File: src/include/fscc_pkg.sv
// Purpose: Shared constants and types for the flash status and configuration command logic.
// Assumes: A 100 MHz system clock that oversamples the serial link.
// Notes:   Reset images of the status bytes are plain defaults.
package fscc_pkg;
  localparam logic [7:0] OP_RD_SR1  = 8'h05;
  localparam logic [7:0] OP_RD_SR2  = 8'h35;
  localparam logic [7:0] OP_RD_SR3  = 8'h33;
  localparam logic [7:0] OP_SET_WEL = 8'h06;
  localparam logic [7:0] OP_CLR_WEL = 8'h04;
  localparam logic [7:0] OP_ARM_VOL = 8'h50;
  localparam logic [7:0] OP_WR_SR   = 8'h01;
  localparam int SR1_BUSY = 0;
  localparam int SR1_WEL  = 1;
  localparam int SR2_PROTECT_LEVEL_ONE = 0;
  localparam int SR2_QE   = 1;
  localparam int SR2_CMP  = 6;
  localparam logic [7:0] SR1_WR_MASK = 8'hFC;
  localparam logic [7:0] SR2_WR_MASK = 8'h7F;
  localparam logic [7:0] SR3_WR_MASK = 8'h7F;
  localparam logic [7:0] SR2_LB_MASK = 8'h3C;
  localparam logic [7:0] NV_SR1_RST  = 8'h00;
  localparam logic [7:0] NV_SR2_RST  = 8'h00;
  localparam logic [7:0] SR3_RST     = 8'h00;
  localparam int CLK_PERIOD_NS           = 10;
  localparam int STATUS_WRITE_TIME_US    = 10000;
  localparam int VOLATILE_UPDATE_TIME_NS = 50;
  localparam int STATUS_WRITE_CYC = STATUS_WRITE_TIME_US * 1000 / CLK_PERIOD_NS;
  localparam int VOL_UPD_CYC_RAW  = VOLATILE_UPDATE_TIME_NS / CLK_PERIOD_NS;
  localparam int VOL_UPD_CYC      = (VOL_UPD_CYC_RAW < 1) ? 1 : VOL_UPD_CYC_RAW;
  localparam int TMR_W = 24;

  typedef enum logic [1:0] {
    FSCC_M_CMD   = 2'b00,
    FSCC_M_READ  = 2'b01,
    FSCC_M_WSR   = 2'b10,
    FSCC_M_OTHER = 2'b11
  } fscc_mode_t;

  typedef enum logic [1:0] {
    FSCC_E_IDLE = 2'b00,
    FSCC_E_NV   = 2'b01,
    FSCC_E_VOL  = 2'b10
  } fscc_eng_t;

  typedef struct packed {
    logic cs_n;
    logic sck;
    logic si;
  } fscc_spi_in_t;

  typedef struct packed {
    logic so;
    logic so_oe;
  } fscc_spi_out_t;

  typedef struct packed {
    logic [7:0] r1;
    logic [7:0] r2;
    logic [7:0] r3;
  } fscc_sr_t;
endpackage

File: src/logic/fscc_core.sv
// Purpose: Serial flash command logic for reading and writing the status registers.
// Assumes: Link pins are asynchronous and oversampled; op_busy and op_done come from
//          array logic on clk_sys.
// Notes:   Program, erase and read-array commands live elsewhere.
//
// Overview of operation
// - Opcodes 05h, 35h, 33h select status register one, two or three for reading.
// - Selected status byte leaves on falling clock edges, most significant bit first.
// - Register one read is accepted even while an operation is busy.
// - Each further byte carries a fresh value of the selected register.
// - Bit 0 of register one shows busy.
// - Status output repeats until chip select goes high.
// - A complete 06h command sets the write enable latch unless busy.
// - Writes that change storage need the latch set first.
// - At reset the non-volatile image is copied into the working registers.
// - 50h leaves the latch alone and arms only the next status write.
// - A complete 04h command clears the write enable latch unless busy.
// - Latch clears after power-up, on op_done unless a 06h command completes in that cycle, and when a non-volatile status write completes.
// - Only register one bits 7:2, two and three bits 6:0 are writable.
// - Lock bits once set never return to zero.
// - A non-volatile status write needs the latch, then 01h and data.
// - Volatile write leaves the latch unchanged and leaves protect level one and locks.
// - Deselect off a byte boundary discards the status write.
// - One data byte clears complement and quad bits unless protect level one.
// - One or two data bytes leave register three unchanged.
// - Non-volatile write runs timed with busy set, then clears busy and latch.
// - Volatile write updates within a short time and busy stays zero.
// - All bytes travel most significant bit first.
`timescale 1ns/1ps
module fscc_core #(
  parameter int STATUS_WRITE_CYCLES = fscc_pkg::STATUS_WRITE_CYC
) (
  input  wire logic                    clk_sys,
  input  wire logic                    rst_n,
  input  wire fscc_pkg::fscc_spi_in_t  spi_i,
  output fscc_pkg::fscc_spi_out_t      spi_o,
  input  wire logic                    op_busy,
  input  wire logic                    op_done,
  output logic [7:0]                   status_reg_one,
  output logic [7:0]                   status_reg_two,
  output logic [7:0]                   status_reg_three
);
  import fscc_pkg::*;

  typedef struct packed {
    logic [2:0]      cs_sy;
    logic [2:0]      sck_sy;
    logic [2:0]      si_sy;
    logic            cs_f;
    logic            sck_f;
    logic            si_f;
    fscc_mode_t      mode;
    logic [2:0]      bits;
    logic [2:0]      nbytes;
    logic [7:0]      sh;
    logic [7:0]      op;
    logic [7:0]      d0;
    logic [7:0]      d1;
    logic [7:0]      d2;
    logic [7:0]      tx;
    logic [2:0]      obit;
    logic            so;
    logic            so_oe;
    logic            arm;
    logic            loaded;
    logic [7:0]      nv1;
    logic [7:0]      nv2;
    fscc_sr_t        sr;
    fscc_sr_t        pend;
    fscc_eng_t       eng;
    logic [TMR_W-1:0] tmr;
  } fscc_state_t;

  fscc_state_t s;
  fscc_state_t n;
  logic [1:0]  cs_e;
  logic [1:0]  sck_e;
  logic [7:0]  rd_val;
  logic        busy;
  logic        ends_ok;
  logic        wsr_go;

  // Returns {rise, fall} once the second and third stages agree on a new level.
  function automatic logic [1:0] flt_edge(input logic f, input logic [2:0] sy);
    logic ok;
    ok = (sy[1] == sy[2]) && (sy[1] != f);
    flt_edge = {ok & sy[1], ok & ~sy[1]};
  endfunction

  function automatic logic [7:0] pick_reg(input logic [7:0] op, input fscc_sr_t sr);
    case (op)
      OP_RD_SR2: pick_reg = sr.r2;
      OP_RD_SR3: pick_reg = sr.r3;
      default:   pick_reg = sr.r1;
    endcase
  endfunction

  function automatic fscc_sr_t merge(input fscc_sr_t old, input logic [7:0] a,
                                     input logic [7:0] b, input logic [7:0] c,
                                     input logic [2:0] nb, input logic vol);
    fscc_sr_t r;
    r = old;
    r.r1 = (old.r1 & ~SR1_WR_MASK) | (a & SR1_WR_MASK);
    if (nb == 3'd2) begin
      if (!old.r2[SR2_PROTECT_LEVEL_ONE]) begin
        r.r2[SR2_CMP] = 1'b0;
        r.r2[SR2_QE]  = 1'b0;
      end
    end else begin
      r.r2 = (old.r2 & ~SR2_WR_MASK) | (b & SR2_WR_MASK);
      r.r2 = (r.r2 & ~SR2_LB_MASK) | ((old.r2 | b) & SR2_LB_MASK);
      if (vol) begin
        r.r2[SR2_PROTECT_LEVEL_ONE] = old.r2[SR2_PROTECT_LEVEL_ONE];
        r.r2 = (r.r2 & ~SR2_LB_MASK) | (old.r2 & SR2_LB_MASK);
      end
    end
    if (nb == 3'd4) begin
      r.r3 = (old.r3 & ~SR3_WR_MASK) | (c & SR3_WR_MASK);
    end
    merge = r;
  endfunction

  assign cs_e    = flt_edge(s.cs_f, s.cs_sy);
  assign sck_e   = flt_edge(s.sck_f, s.sck_sy);
  assign busy    = s.sr.r1[SR1_BUSY];
  assign rd_val  = pick_reg(s.op, s.sr);
  // A command only counts when chip select rises on a whole byte.
  assign ends_ok = cs_e[1] && (s.bits == 3'd0) && (s.nbytes != 3'd0);
  assign wsr_go  = ends_ok && (s.op == OP_WR_SR) && (s.nbytes >= 3'd2) && !busy
                   && (s.eng == FSCC_E_IDLE) && (s.arm || s.sr.r1[SR1_WEL]);

  always_comb begin
    n = s;
    n.cs_sy  = {s.cs_sy[1:0], spi_i.cs_n};
    n.sck_sy = {s.sck_sy[1:0], spi_i.sck};
    n.si_sy  = {s.si_sy[1:0], spi_i.si};
    if (s.cs_sy[1] == s.cs_sy[2]) n.cs_f = s.cs_sy[1];
    if (s.sck_sy[1] == s.sck_sy[2]) n.sck_f = s.sck_sy[1];
    if (s.si_sy[1] == s.si_sy[2]) n.si_f = s.si_sy[1];

    if (cs_e[0]) begin
      n.mode   = FSCC_M_CMD;
      n.bits   = 3'd0;
      n.nbytes = 3'd0;
      n.obit   = 3'd0;
    end else if (!s.cs_f && sck_e[1]) begin
      n.sh   = {s.sh[6:0], s.si_f};
      n.bits = s.bits + 3'd1;
      if (s.bits == 3'd7) begin
        if (s.nbytes != 3'd4) n.nbytes = s.nbytes + 3'd1;
        case (s.mode)
          FSCC_M_CMD: begin
            n.op = n.sh;
            if (n.sh == OP_RD_SR1 || (!busy && (n.sh == OP_RD_SR2 || n.sh == OP_RD_SR3))) begin
              n.mode = FSCC_M_READ;
            end else if (n.sh == OP_WR_SR) begin
              n.mode = FSCC_M_WSR;
            end else begin
              n.mode = FSCC_M_OTHER;
            end
          end
          FSCC_M_WSR: begin
            case (s.nbytes)
              3'd1:    n.d0 = n.sh;
              3'd2:    n.d1 = n.sh;
              3'd3:    n.d2 = n.sh;
              default: n.d2 = s.d2;
            endcase
          end
          default: n.op = s.op;
        endcase
      end
    end else if (!s.cs_f && sck_e[0] && s.mode == FSCC_M_READ) begin
      // Reloading at every byte start keeps repeated bytes current.
      n.so_oe = 1'b1;
      n.obit  = s.obit + 3'd1;
      if (s.obit == 3'd0) begin
        n.so = rd_val[7];
        n.tx = {rd_val[6:0], 1'b0};
      end else begin
        n.so = s.tx[7];
        n.tx = {s.tx[6:0], 1'b0};
      end
    end

    if (cs_e[1]) begin
      n.so_oe = 1'b0;
      n.mode  = FSCC_M_CMD;
      if (s.nbytes != 3'd0) n.arm = 1'b0;
    end
    if (ends_ok && s.nbytes == 3'd1 && !busy) begin
      case (s.op)
        OP_SET_WEL: n.sr.r1[SR1_WEL] = 1'b1;
        OP_CLR_WEL: n.sr.r1[SR1_WEL] = 1'b0;
        OP_ARM_VOL: n.arm = 1'b1;
        default:    n.arm = 1'b0;
      endcase
    end
    if (op_done && !(ends_ok && s.op == OP_SET_WEL)) n.sr.r1[SR1_WEL] = 1'b0;

    if (wsr_go) begin
      n.pend = merge(s.sr, s.d0, s.d1, s.d2, s.nbytes, s.arm);
      if (s.arm) begin
        n.eng = FSCC_E_VOL;
        n.tmr = TMR_W'(VOL_UPD_CYC);
      end else begin
        n.eng = FSCC_E_NV;
        n.tmr = TMR_W'(STATUS_WRITE_CYCLES);
      end
    end else if (s.eng != FSCC_E_IDLE) begin
      n.tmr = s.tmr - TMR_W'(1);
      if (s.tmr == TMR_W'(1)) begin
        n.eng = FSCC_E_IDLE;
        n.sr.r1[7:2] = s.pend.r1[7:2];
        n.sr.r2 = s.pend.r2;
        n.sr.r3 = s.pend.r3;
        if (s.eng == FSCC_E_NV) begin
          n.nv1 = {s.pend.r1[7:2], 2'b00};
          n.nv2 = s.pend.r2;
          n.sr.r1[SR1_WEL] = 1'b0;
        end
      end
    end

    if (!s.loaded) begin
      // The image only exists after reset release, so the copy is a clocked step.
      n.loaded = 1'b1;
      n.sr.r1  = s.nv1 & SR1_WR_MASK;
      n.sr.r2  = s.nv2;
    end
    n.sr.r2[7] = 1'b0;
    n.sr.r3[7] = 1'b0;
    n.sr.r1[SR1_BUSY] = (n.eng == FSCC_E_NV) | op_busy;
  end

  always_ff @(posedge clk_sys or negedge rst_n) begin
    if (!rst_n) begin
      s        <= '0;
      s.cs_sy  <= 3'h7;
      s.cs_f   <= 1'b1;
      s.mode   <= FSCC_M_CMD;
      s.eng    <= FSCC_E_IDLE;
      s.nv1    <= NV_SR1_RST;
      s.nv2    <= NV_SR2_RST;
      s.sr.r3  <= SR3_RST;
    end else begin
      s <= n;
    end
  end

  assign spi_o.so         = s.so;
  assign spi_o.so_oe      = s.so_oe;
  assign status_reg_one   = s.sr.r1;
  assign status_reg_two   = s.sr.r2;
  assign status_reg_three = s.sr.r3;
endmodule // fscc_core

File: config.mk
export PLATFORM = sky130hd
export DESIGN_NAME = fscc_core
export DESIGN_NICKNAME = d
export VERILOG_FILES = /design/src/include/fscc_pkg.sv /design/src/logic/fscc_core.sv
export SDC_FILE = /design/constraint.sdc
export NUM_CORES = 1
export LEC_CHECK = 0
export BUFFER_PORTS_ARGS = -buffer_cell sky130_fd_sc_hd__buf_4
export CORE_ASPECT_RATIO = 1.5
export CORE_UTILIZATION = 40
export DETAILED_ROUTE_END_ITERATION = 6
export PLACE_DENSITY_LB_ADDON = 0.3
export SLEW_MARGIN = 40
export SYNTH_ARGS = -nofsm -noshare
export SYNTH_HDL_FRONTEND = slang
export SYNTH_SLANG_ARGS = --single-unit
File: constraint.sdc
create_clock -name clk_sys -period 4.9 [get_ports clk_sys]
set_clock_uncertainty 0.05 [all_clocks]
set_input_delay 0.49 -clock clk_sys [delete_from_list [all_inputs] [get_ports clk_sys]]
set_output_delay 0.49 -clock clk_sys [all_outputs]
set_load 0.01 [all_outputs]
### Yosys cells after proc, flatten, opt, wreduce, memory -nomap -nowiden

Index checks and enable logic that the tools add are counted.

| word-level totals | value |
|---|---|
| word-level logic and storage cells | 184 |
| bits in registers | 161 |
| output and inout port bits | 26 |
| bits of input ports | 7 |

| cells by class | value |
|---|---|
| multiplexer cells | 50 |
| bitwise gates (word level) | 14 |
| add/sub/neg operators | 4 |
| magnitude comparators | 1 |
| reduce and logical (&&, ||, !) cells | 52 |
| eq/ne operators | 32 |

Operators by type and width:

| kind | number |
|---|---|
| two-way mux 26 bit | 3 |
| two-way mux 16 bit | 4 |
| two-way mux 48 bit | 1 |
| two-way mux 8 bit | 6 |
| two-way mux 7 bit | 5 |
| equality test 8 x 6 -> 1 bit (second input constant) | 4 |
| two-way mux 32 bit | 1 |
| equality test 24 x 1 -> 1 bit (second input constant) | 1 |
| equality test 8 x 3 -> 1 bit (second input constant) | 3 |
| two-way mux 24 bit | 1 |
| subtractor 24 x 1 -> 24 bit (second input constant) | 1 |
| AND reduction 3 bit | 6 |
| logical AND 1 bit | 17 |
| equality test 8 x 1 -> 1 bit (second input constant) | 2 |
| case mux 8 bit (2 select lines) | 1 |
| AND reduction 5 bit | 3 |
| two-way mux 1 bit | 14 |
| bitwise OR 7 x 6 -> 7 bit | 2 |
| nonzero test 2 bit | 7 |
| two-way mux 2 bit | 6 |
| nonzero test 3 bit | 4 |
| two-way mux 5 bit | 2 |
| adder 3 x 1 -> 3 bit (second input constant) | 3 |
| two-way mux 3 bit | 3 |
| other kinds (26) | 53 |

### Logic depth before layout (Yosys ltp)

Gate-level depths: netlist of the first run.

| logic depth | value |
|---|---|
| word-level depth | 14 |
| depth in mapped cells | 9 |
| depth with buffers taken out | 7 |

### Least setup slack after synthesis of the first run

No wires, ideal clock.

| timing path | value |
|---|---|
| path type | register to register |
| start | register s[148] (netlist bit) |
| end | register s[26] (netlist bit) |
| data arrival time | 1.962 ns |
| required time | 4.717 ns |
| path buffers | 2 |
| clock period less this slack | 2.145 ns |
| library setup time | 0.133 ns |
| stages on the path, launching flop included | 10 |
| path slack | 2.755 ns |
| cells stage by stage | dfrtp_1 -> inv_1 -> ha_1 -> or4b_1 -> nor3_1 -> nand4_1 -> buf_2 -> buf_2 -> nand2_1 -> o21ai_0 |

| on the way | value |
|---|---|
| cells in the longest elaborated chain, start to end | 8 |

RTL lines:

| item | line | text |
|---|---|---|
| start, declared | fscc_core.sv:74 | `fscc_state_t s;` |
| start signal, assigned | fscc_core.sv:247 | `s <= n;` |
| zero test 3 bit | fscc_core.sv:128 | `assign ends_ok = cs_e[1] && (s.bits == 3'd0) && (s.nbytes != 3'd0);` |
| logical AND 1 bit (2 in a row) | fscc_core.sv:128 |  |
| logical AND 1 bit (3 in a row) | fscc_core.sv:129 | `assign wsr_go = ends_ok && (s.op == OP_WR_SR) && (s.nbytes >= 3'd2) && !busy` |
| logical AND 1 bit (2 in a row) | fscc_core.sv:130 | `&& (s.eng == FSCC_E_IDLE) && (s.arm \|\| s.sr.r1[SR1_WEL]);` |

Every way passes these cells.
A chain may end at the register's enable or synchronous reset.

### Worst setup path after layout of the first run

| timing path | value |
|---|---|
| start | register s[148] (netlist bit) |
| end | register s[47] (netlist bit) |

The elaborated chain is that of the path after synthesis.

==> results by group, run 1 <==
Placement
  – DP Wirelength: 10,860 µm
  – GPL Wtd Cong: 0.8651
  – Buffers on Ports: 30

Timing
  – Worst-Margin Slew: 0.7676 ns
  – Final Hold Vio Count: 0
  – Achievable frequency: 343.0 MHz
  – Tcrit/Tclk final: 59.51%
  – Period minus WS final: 2.916 ns
  – Worst hold margin: 0.1156 ns
  – Slew Limit Fails: 0
  – Endpoints failing setup: 0
  – Rel. slew slack: 48.77%
  – Setup TNS: 0 ns
  – RSZ-0062 raised after global routing: false

Min path
  – Hold Path Depth: 1
  – Hold path endpoint: n[160]
  – Hold_sp: spi_i[1]
  – Hold crit path type: in -> reg

Clocking
  – H-tree levels: 4
  – Clock Tree Root: clkbuf_16
  – Cts bufs inserted: 17
  – CTS tree: yes
  – Max clock buf depth: 2
  – CTS sink cnt: 150
  – Clock transition at path regs: 0.06 ns
  – Post-CTS setup buffers: 0
  – Clock Latency Late Sink: 0.43 ns

Cells and area
  – Layout cells sized above 1: 22.43%
  – Register area: 3760 µm²
  – Final Util: 45.73%
  – Final #Nets: 648
  – Area grow syn2layout: 12.29%
  – ANT cells: 0
  – Multi-input gate area: 2952 µm²
  – Fill cell count: 1,546

Logic synthesis
  – Yosys warns: 0
  – Sequential fraction of the synthesis area: 53.21%
  – FFs w/ async S/R, synth: 100.0%
  – Mapped Cells: 622
  – Synthesized flop and latch total: 150
  – Synth unique cells: 61
  – Synth Cell Area: 7064 µm²
  – Main flop type after synthesis: dfrtp_1
  – Syn avg cell area: 11.36 µm²
  – EDFF count, synth: 0

Routing
  – Vias per cell: 5.482
  – Per-cell routed wire length: 18.18 µm
  – DR WL met3: 398 µm
  – Met2 Routed Length: 8210 µm
  – Post-route ant nets: 0
  – Residual DRC: 0
  – M1 WL: 6598 µm
  – Via count: 4,687
  – 1st-pass router iterations: 5
  – 1st-iter DRT viols: 368
  – Highest Signal Layer: met4
  – Final WL: 15,540 µm

Global route
  – Largest net degree at the start of global routing: 109
  – Initial antenna violation count: 0
  – First-pass GRT wire length: 25,540 µm
  – Overflow left after global routing: 0
  – Vias in the first global route: 4,826
  – Total GRT Usage: 18.08%

Critical path
  – R2R Path End: s[47]
  – Kind of critical path: reg -> reg
  – CP startpoint kind: register
  – Crit path max fanout: 19
  – Element type at the critical path end: register
  – R2R cell count: 8
  – RR Startpoint: s[148]
  – Arrival @ worst endpoint: 3.18 ns
  – R2R setup slack: 1.98 ns
  – Worst Setup SP: s[148]
  – Worst Path Required: 5.16 ns

Pwr
  – Switching power share of the total: 25.15%
  – Leakage: 3.843 nW
  – VDD IR max: 0.2444 mV
  – Pwr dens: 354.4 nW/µm²
  – Reg power frac: 48.5%
  – Sw Pwr: 0.7071 mW
  – Logic pwr share: 4.6%
  – Clk network pwr share: 46.8%
  – Cell internal pwr: 2.104 mW

Outcome
  – Status: finished, final reports clean

Floorplanning
  – Die height: 164.8 µm
  – I/O Pins: 33
  – Initial Util: 40.72%
  – Die footprint: 18,210 µm²
  – Core area: 17,350 µm²
  – DIE WIDTH: 110.5 µm
  – Core Rows: 59

Flow run
  – Max Cap Viol: 0
[cells in the mapped netlist, drive strengths merged, types with 4 or more instances]
| library cell | n | share of area [%] |
|---|---|---|
| dfrtp | 146 | 52 |
| a31oi | 10 | 0.89 |
| xnor2 | 4 | 0.50 |
| mux2 | 62 | 10 |
| ha | 12 | 2.1 |
| or3 | 11 | 0.97 |
| xor2 | 11 | 1.4 |
| nor3b | 5 | 0.53 |
| o21ai | 35 | 2.5 |
| nor4 | 7 | 1.3 |
| or4 | 4 | 0.48 |
| nor3 | 12 | 0.99 |
| a22o | 9 | 1.1 |
| inv | 12 | 0.64 |
| nor2b | 13 | 1.2 |
| clkbuf | 14 | 0.76 |
| nand2 | 49 | 2.6 |
| nor2 | 43 | 2.3 |
| nand4 | 12 | 1.2 |
| nand3b | 5 | 0.53 |
| nand3 | 15 | 1.1 |
| dfstp | 4 | 1.5 |
| mux2i | 24 | 3.4 |
| buf | 37 | 3.7 |
| a21oi | 25 | 1.8 |
[final cells by class]
type | count | share of cell area (%)
sequential | 150 | 47.40
tap | 213 | 3.360
multi-input combinational | 410 | 37.21
inverter | 12 | 0.5678
clock inverter | 15 | 2.129
clock buffer | 17 | 5.363
timing repair buffer | 38 | 3.975
[per-layer routing]
metal  up-vias  GRT usage [%]
met3        22          3.339
li1       2201              -
met4         0          8.182
met1      2373          21.64
met2        91          31.65
met5         -              0
[worst max path at each step]
stage	end	depth (start not counted)
after floorplan	s[26]	9
after global placement	s[44]	7
after detailed placement	s[46]	7
after CTS	s[47]	7
after global routing	s[47]	8
final	s[47]	8
[critical path: stages, from the launching register on]
cell,delay (ns)
dfrtp_1,0.40
inv_1,0.07
ha_1,0.16
or4b_1,0.44
nor3_1,0.39
nand4_1,0.44
buf_4,0.34
buf_4,0.22
mux2_2,0.28
[placed cells by master, fill, tap and decap left out, types with 4 or more instances in the layout]
cell,count
clkinv_4,5
nand2_1,49
nor2b_1,13
or3_1,11
a31oi_1,10
a21oi_1,25
buf_4,35
mux2_1,5
mux2_4,9
nand3b_1,5
xnor2_1,4
clkbuf_16,17
nand4_1,11
o21ai_0,33
nor2_1,42
xor2_1,11
a22o_1,9
dfstp_2,4
nor3_1,10
nor3b_1,5
mux2_2,48
mux2i_1,24
nand3_1,15
dfrtp_1,145
inv_1,12
inv_6,5
ha_1,12
[power groups by stage]
stage          combinational [mW]  sequential, mW  clock (mW)
2_1_floorplan              0.0985            1.33           0
3_3_place_gp                0.126            1.39           0
3_5_place_dp                0.130            1.39           0
4_1_cts                     0.130            1.37        1.34
5_1_grt                     0.147            1.37        1.40
6_report                    0.131            1.36        1.32
[cell families (layout without fill, tap and decap cells)]
logic type,Yosys count,in the layout,share of synthesized area (%)
and+or+nand+nor,197,197,15.50
DFF,150,150,53.21
AOI/OAI and AO/OA,94,94,7.953
muxes,86,86,13.76
buffers and inverters,63,82,5.065
adders and majority gates,15,15,2.550
xor gates and xnor gates,15,15,1.860
other,2,3,0.1063
[per-stage QoR]
step                      power, mW  worst slack [ns]  instances  area (µm²)
after detailed placement      1.519             1.640        820        7292
after global routing          2.915             1.833        855        7933
final                         2.812             1.984        855        7933
after CTS                     2.837             1.624        852        7886
after global placement        1.515             1.752        820        7288
after floorplan               1.432             2.755        623        7068
[registers in the layout, summed over array words and instances (netlist names)]
name and count:
s 120, n 6, status_reg_three 7, status_reg_one 8, status_reg_two 7, spi_o 2
[what timing repair did]
item,in CTS,in global routing
resized for setup,0,0
endpoints found under the hold margin,0,58
hold buffers,0,1
(Power assumes the default switching activity.)
==> run 2: changes to the inputs <==
--- a/config.mk
+++ b/config.mk
@@ -5,6 +5,7 @@
 export SDC_FILE = /design/constraint.sdc
 export NUM_CORES = 1
 export LEC_CHECK = 0
+export ABC_AREA = 1
 export BUFFER_PORTS_ARGS = -buffer_cell sky130_fd_sc_hd__buf_4
 export CORE_ASPECT_RATIO = 1.5
 export CORE_UTILIZATION = 40
==> constraint.sdc (replaced) <==
create_clock -name clk_sys -period 2.4 [get_ports clk_sys]
set_clock_uncertainty 0.05 [all_clocks]
set_input_delay 0.24 -clock clk_sys [delete_from_list [all_inputs] [get_ports clk_sys]]
set_output_delay 0.24 -clock clk_sys [all_outputs]
set_load 0.01 [all_outputs]
==> run 2 against run 1 <==
Final area rose by 8.6%. Register-to-register slack lost 1.5 ns. Synthesized cell count rose by 50%. Die area up 8.9%. Synthesized area increased by 9.0%. Highest routed layer unchanged. Largest cell class unchanged. Hold slack got worse by 0.043 ns. Count of clock-buffer cells in the layout increased by 3. Clock power is 110% higher. Sequential share of layout area fell by 3.8 points.
==> results by group, run 2 <==
Outcome
  – Status: finished, final reports clean

Critical path
  – CP startpoint kind: register
  – Slowest CP cell: dfrtp_1
  – Kind of critical path: reg -> reg
  – Arrival @ worst endpoint: 2.18 ns
  – R2R setup slack: 0.47 ns
  – R2R Path End: s[2]
  – CP cell instances: inv_1 -> ha_1 -> nor2_1 -> nand2_1 -> inv_1 -> nor2_4 -> nand2_4 -> clkinv_2 -> nand2_1 -> nand3_1
  – Worst Path Required: 2.65 ns
  – Largest stage delay, worst path: 0.41 ns
  – Bufs and invs on worst path: 3
  – R2R cell count: 10
  – CP delay by family, top: simple AND/OR/NAND/NOR gates
  – RR Startpoint: s[145]
  – Element type at the critical path end: register
  – Crit path max fanout: 14

Pwr
  – VDD IR max: 0.4668 mV
  – Leakage: 4.397 nW
  – Pwr dens: 677.0 nW/µm²
  – Total power: 5.830 mW

Floorplanning
  – Initial Util: 41.18%
  – I/O Pins: 33
  – Die footprint: 19,820 µm²
  – Core area: 18,700 µm²
  – DIE WIDTH: 115.3 µm
  – Core Rows: 61
  – Die height: 171.9 µm

Cells and area
  – ANT cells: 0
  – Final instance area: 8612 µm²
  – Commonest non-fill, non-tap cell in the layout: nand2_1
  – Register area: 3759 µm²
  – Multi-input gate area: 3226 µm²
  – Most frequent cells in the layout: 243 x nand2_1, 146 x dfrtp_1, 117 x nand3_1
  – Max reg flops: 120
  – Final Non-Filler Cells: 1,204
  – Biggest register: s
  – Layout cells sized above 1: 14.39%
  – Final #Nets: 959
  – Fill cell count: 1,813
  – Area grow syn2layout: 11.85%

Global route
  – Overflow left after global routing: 0
  – Initial antenna violation count: 0
  – Total GRT Usage: 20.44%
  – Vias in the first global route: 5,937
  – First-pass GRT wire length: 30,460 µm
  – Largest net degree at the start of global routing: 54

Clocking
  – CTS tree: yes
  – Cts bufs inserted: 17
  – Clock Latency Late Sink: 0.43 ns
  – Clock Tree Root: clkbuf_16
  – H-tree levels: 4
  – CTS sink cnt: 150
  – Max clock buf depth: 2
  – PostCTS Resize Cnt: 0
  – Clock transition at path regs: 0.06 ns
  – Post-CTS setup buffers: 0
  – # hold bufs at CTS: 5

Timing
  – RSZ-0062 raised after global routing: false
  – Slew Limit Fails: 0
  – Endpoints failing setup: 0
  – Final WS setup: 0.4660 ns
  – Period minus WS final: 1.934 ns
  – Setup TNS: 0 ns
  – Rel. slew slack: 58.08%
  – Achievable frequency: 517.1 MHz
  – Tcrit/Tclk final: 80.58%
  – Worst-Margin Slew: 0.6264 ns
  – Final Hold Vio Count: 0

Logic synthesis
  – Post-synthesis xor/xnor area fraction: 1.024%
  – Sequential fraction of the synthesis area: 48.81%
  – Syn avg cell area: 8.279 µm²
  – Post-synthesis mux area share: 0.3900%
  – Synth Cell Area: 7700 µm²
  – Synth unique cells: 41
  – Synthesized flop and latch total: 150
  – Yosys top cell by area: dfrtp_1
  – Area share of fa/ha/maj cells after synthesis: 2.080%
  – Synth top cells by count: 243 x nand2_1, 146 x dfrtp_1, 117 x nand3_1
  – Mapped Cells: 930
  – FFs w/ async S/R, synth: 100.0%
  – Most common cell in the netlist: nand2_1
  – Synth Area in Compound Gates: 7.101%
  – Yosys warns: 0
  – Main flop type after synthesis: dfrtp_1
  – Share of the synthesized area in the top cell type: 47.45%
  – Top post-synthesis cells by area: dfrtp_1 47%, nand2_1 12%, nand3_1 7.6%
  – Largest family of logic cells by synthesized area: simple AND/OR/NAND/NOR gates
  – Simple-gate share of the synthesized area: 31.15%
  – EDFF count, synth: 0

Placement
  – Post-Place Cell Area: 7956 µm²
  – DP Wirelength: 13,530 µm
  – GPL Wtd Cong: 0.8917
  – Pre-CTS setup slack: 0.4812 ns
  – Placed Cells incl. Taps: 1,168
  – Buffers on Ports: 30

Routing
  – 1st-pass router iterations: 5
  – Final WL: 18,440 µm
  – Post-route ant nets: 0
  – Highest Signal Layer: met4
  – Residual DRC: 0
  – M1 WL: 7582 µm
  – DR WL met3: 542 µm
  – Via count: 6,048
  – Per-cell routed wire length: 15.32 µm
  – 1st-iter DRT viols: 457
  – Met2 Routed Length: 9485 µm
  – Vias per cell: 5.023

Flow run
  – Max Cap Viol: 0

Min path
  – Hold Path Depth: 4
  – Hold_sp: op_done
  – Hold crit path type: in -> reg
  – Hold path endpoint: status_reg_one[1]
## run 2: cell count changes after synthesis, sizes merged, moves of 20 or more
cell / change
nand2: +207
nand3: +106
inv: +74
mux2: -62
nor2: +51
o21ai: +41
mux2i: -21
nand4: +20
## run 2: how the worst max path moves through the flow
stage	from	cells past startpoint	endpoint	slack [ns]
6_report	s[145]	10	s[2]	0.47
5_1_grt	s[145]	10	s[2]	0.31
4_1_cts	s[145]	10	s[2]	0.46
3_5_place_dp	s[145]	10	s[2]	0.48
3_3_place_gp	n[164]	7	s[13]	0.53
2_1_floorplan	s[148]	8	s[124]	0.86
## run 2: final cells by class
class | instances | area share (%)
inverters | 87 | 3.806
flip-flops and latches | 150 | 43.64
repair buffers | 45 | 4.402
clock inverters | 11 | 1.729
clock buffers | 20 | 5.303
multi-input cells | 639 | 37.45
well taps | 252 | 3.661
## run 2: worst reg2reg max path, cell delays in order (launching register included)
cell and delay [ns]:
dfrtp_1 0.41, inv_1 0.09, ha_1 0.22, nor2_1 0.10
nand2_1 0.10, inv_1 0.11, nor2_4 0.05, nand2_4 0.18
clkinv_2 0.22, nand2_1 0.19, nand3_1 0.09
## run 2: kinds of logic (layout without fill, tap and decap cells)
family                   after synthesis  in the layout
flip-flops                           150            150
other                                  2              3
XOR/XNOR                               9              9
adder cells (fa/ha/maj)               13             13
AO/OA/AOI/OAI                         95             95
AND/OR/NAND/NOR                      516            516
multiplexers                           3              3
buffers and inverters                142            163
## run 2: power breakdown
| group | total (mW) | switching [mW] | internal (mW) | leakage (nW) |
|---|---|---|---|---|
| combinational | 0.403 | 0.288 | 0.115 | 2.05 |
| clock | 2.74 | 1.05 | 1.69 | 0.294 |
| sequential | 2.69 | 0.0696 | 2.62 | 2.05 |
| total | 5.83 | 1.41 | 4.42 | 4.40 |
## run 2: metrics by stage
stage,hold slack [ns],utilization (%)
after global placement,0.1923,42.55
after CTS,0.05937,46.06
after detailed placement,0.1913,42.55
after floorplan,-0.1056,-
final,0.07230,46.06
after global routing,0.06848,46.06
## run 2: routing by layer
metal  track usage, %  up-vias
li1                 -     3021
met1            23.36     2870
met2            35.70      111
met3            3.785       46
met4            11.46        0
met5                0        -
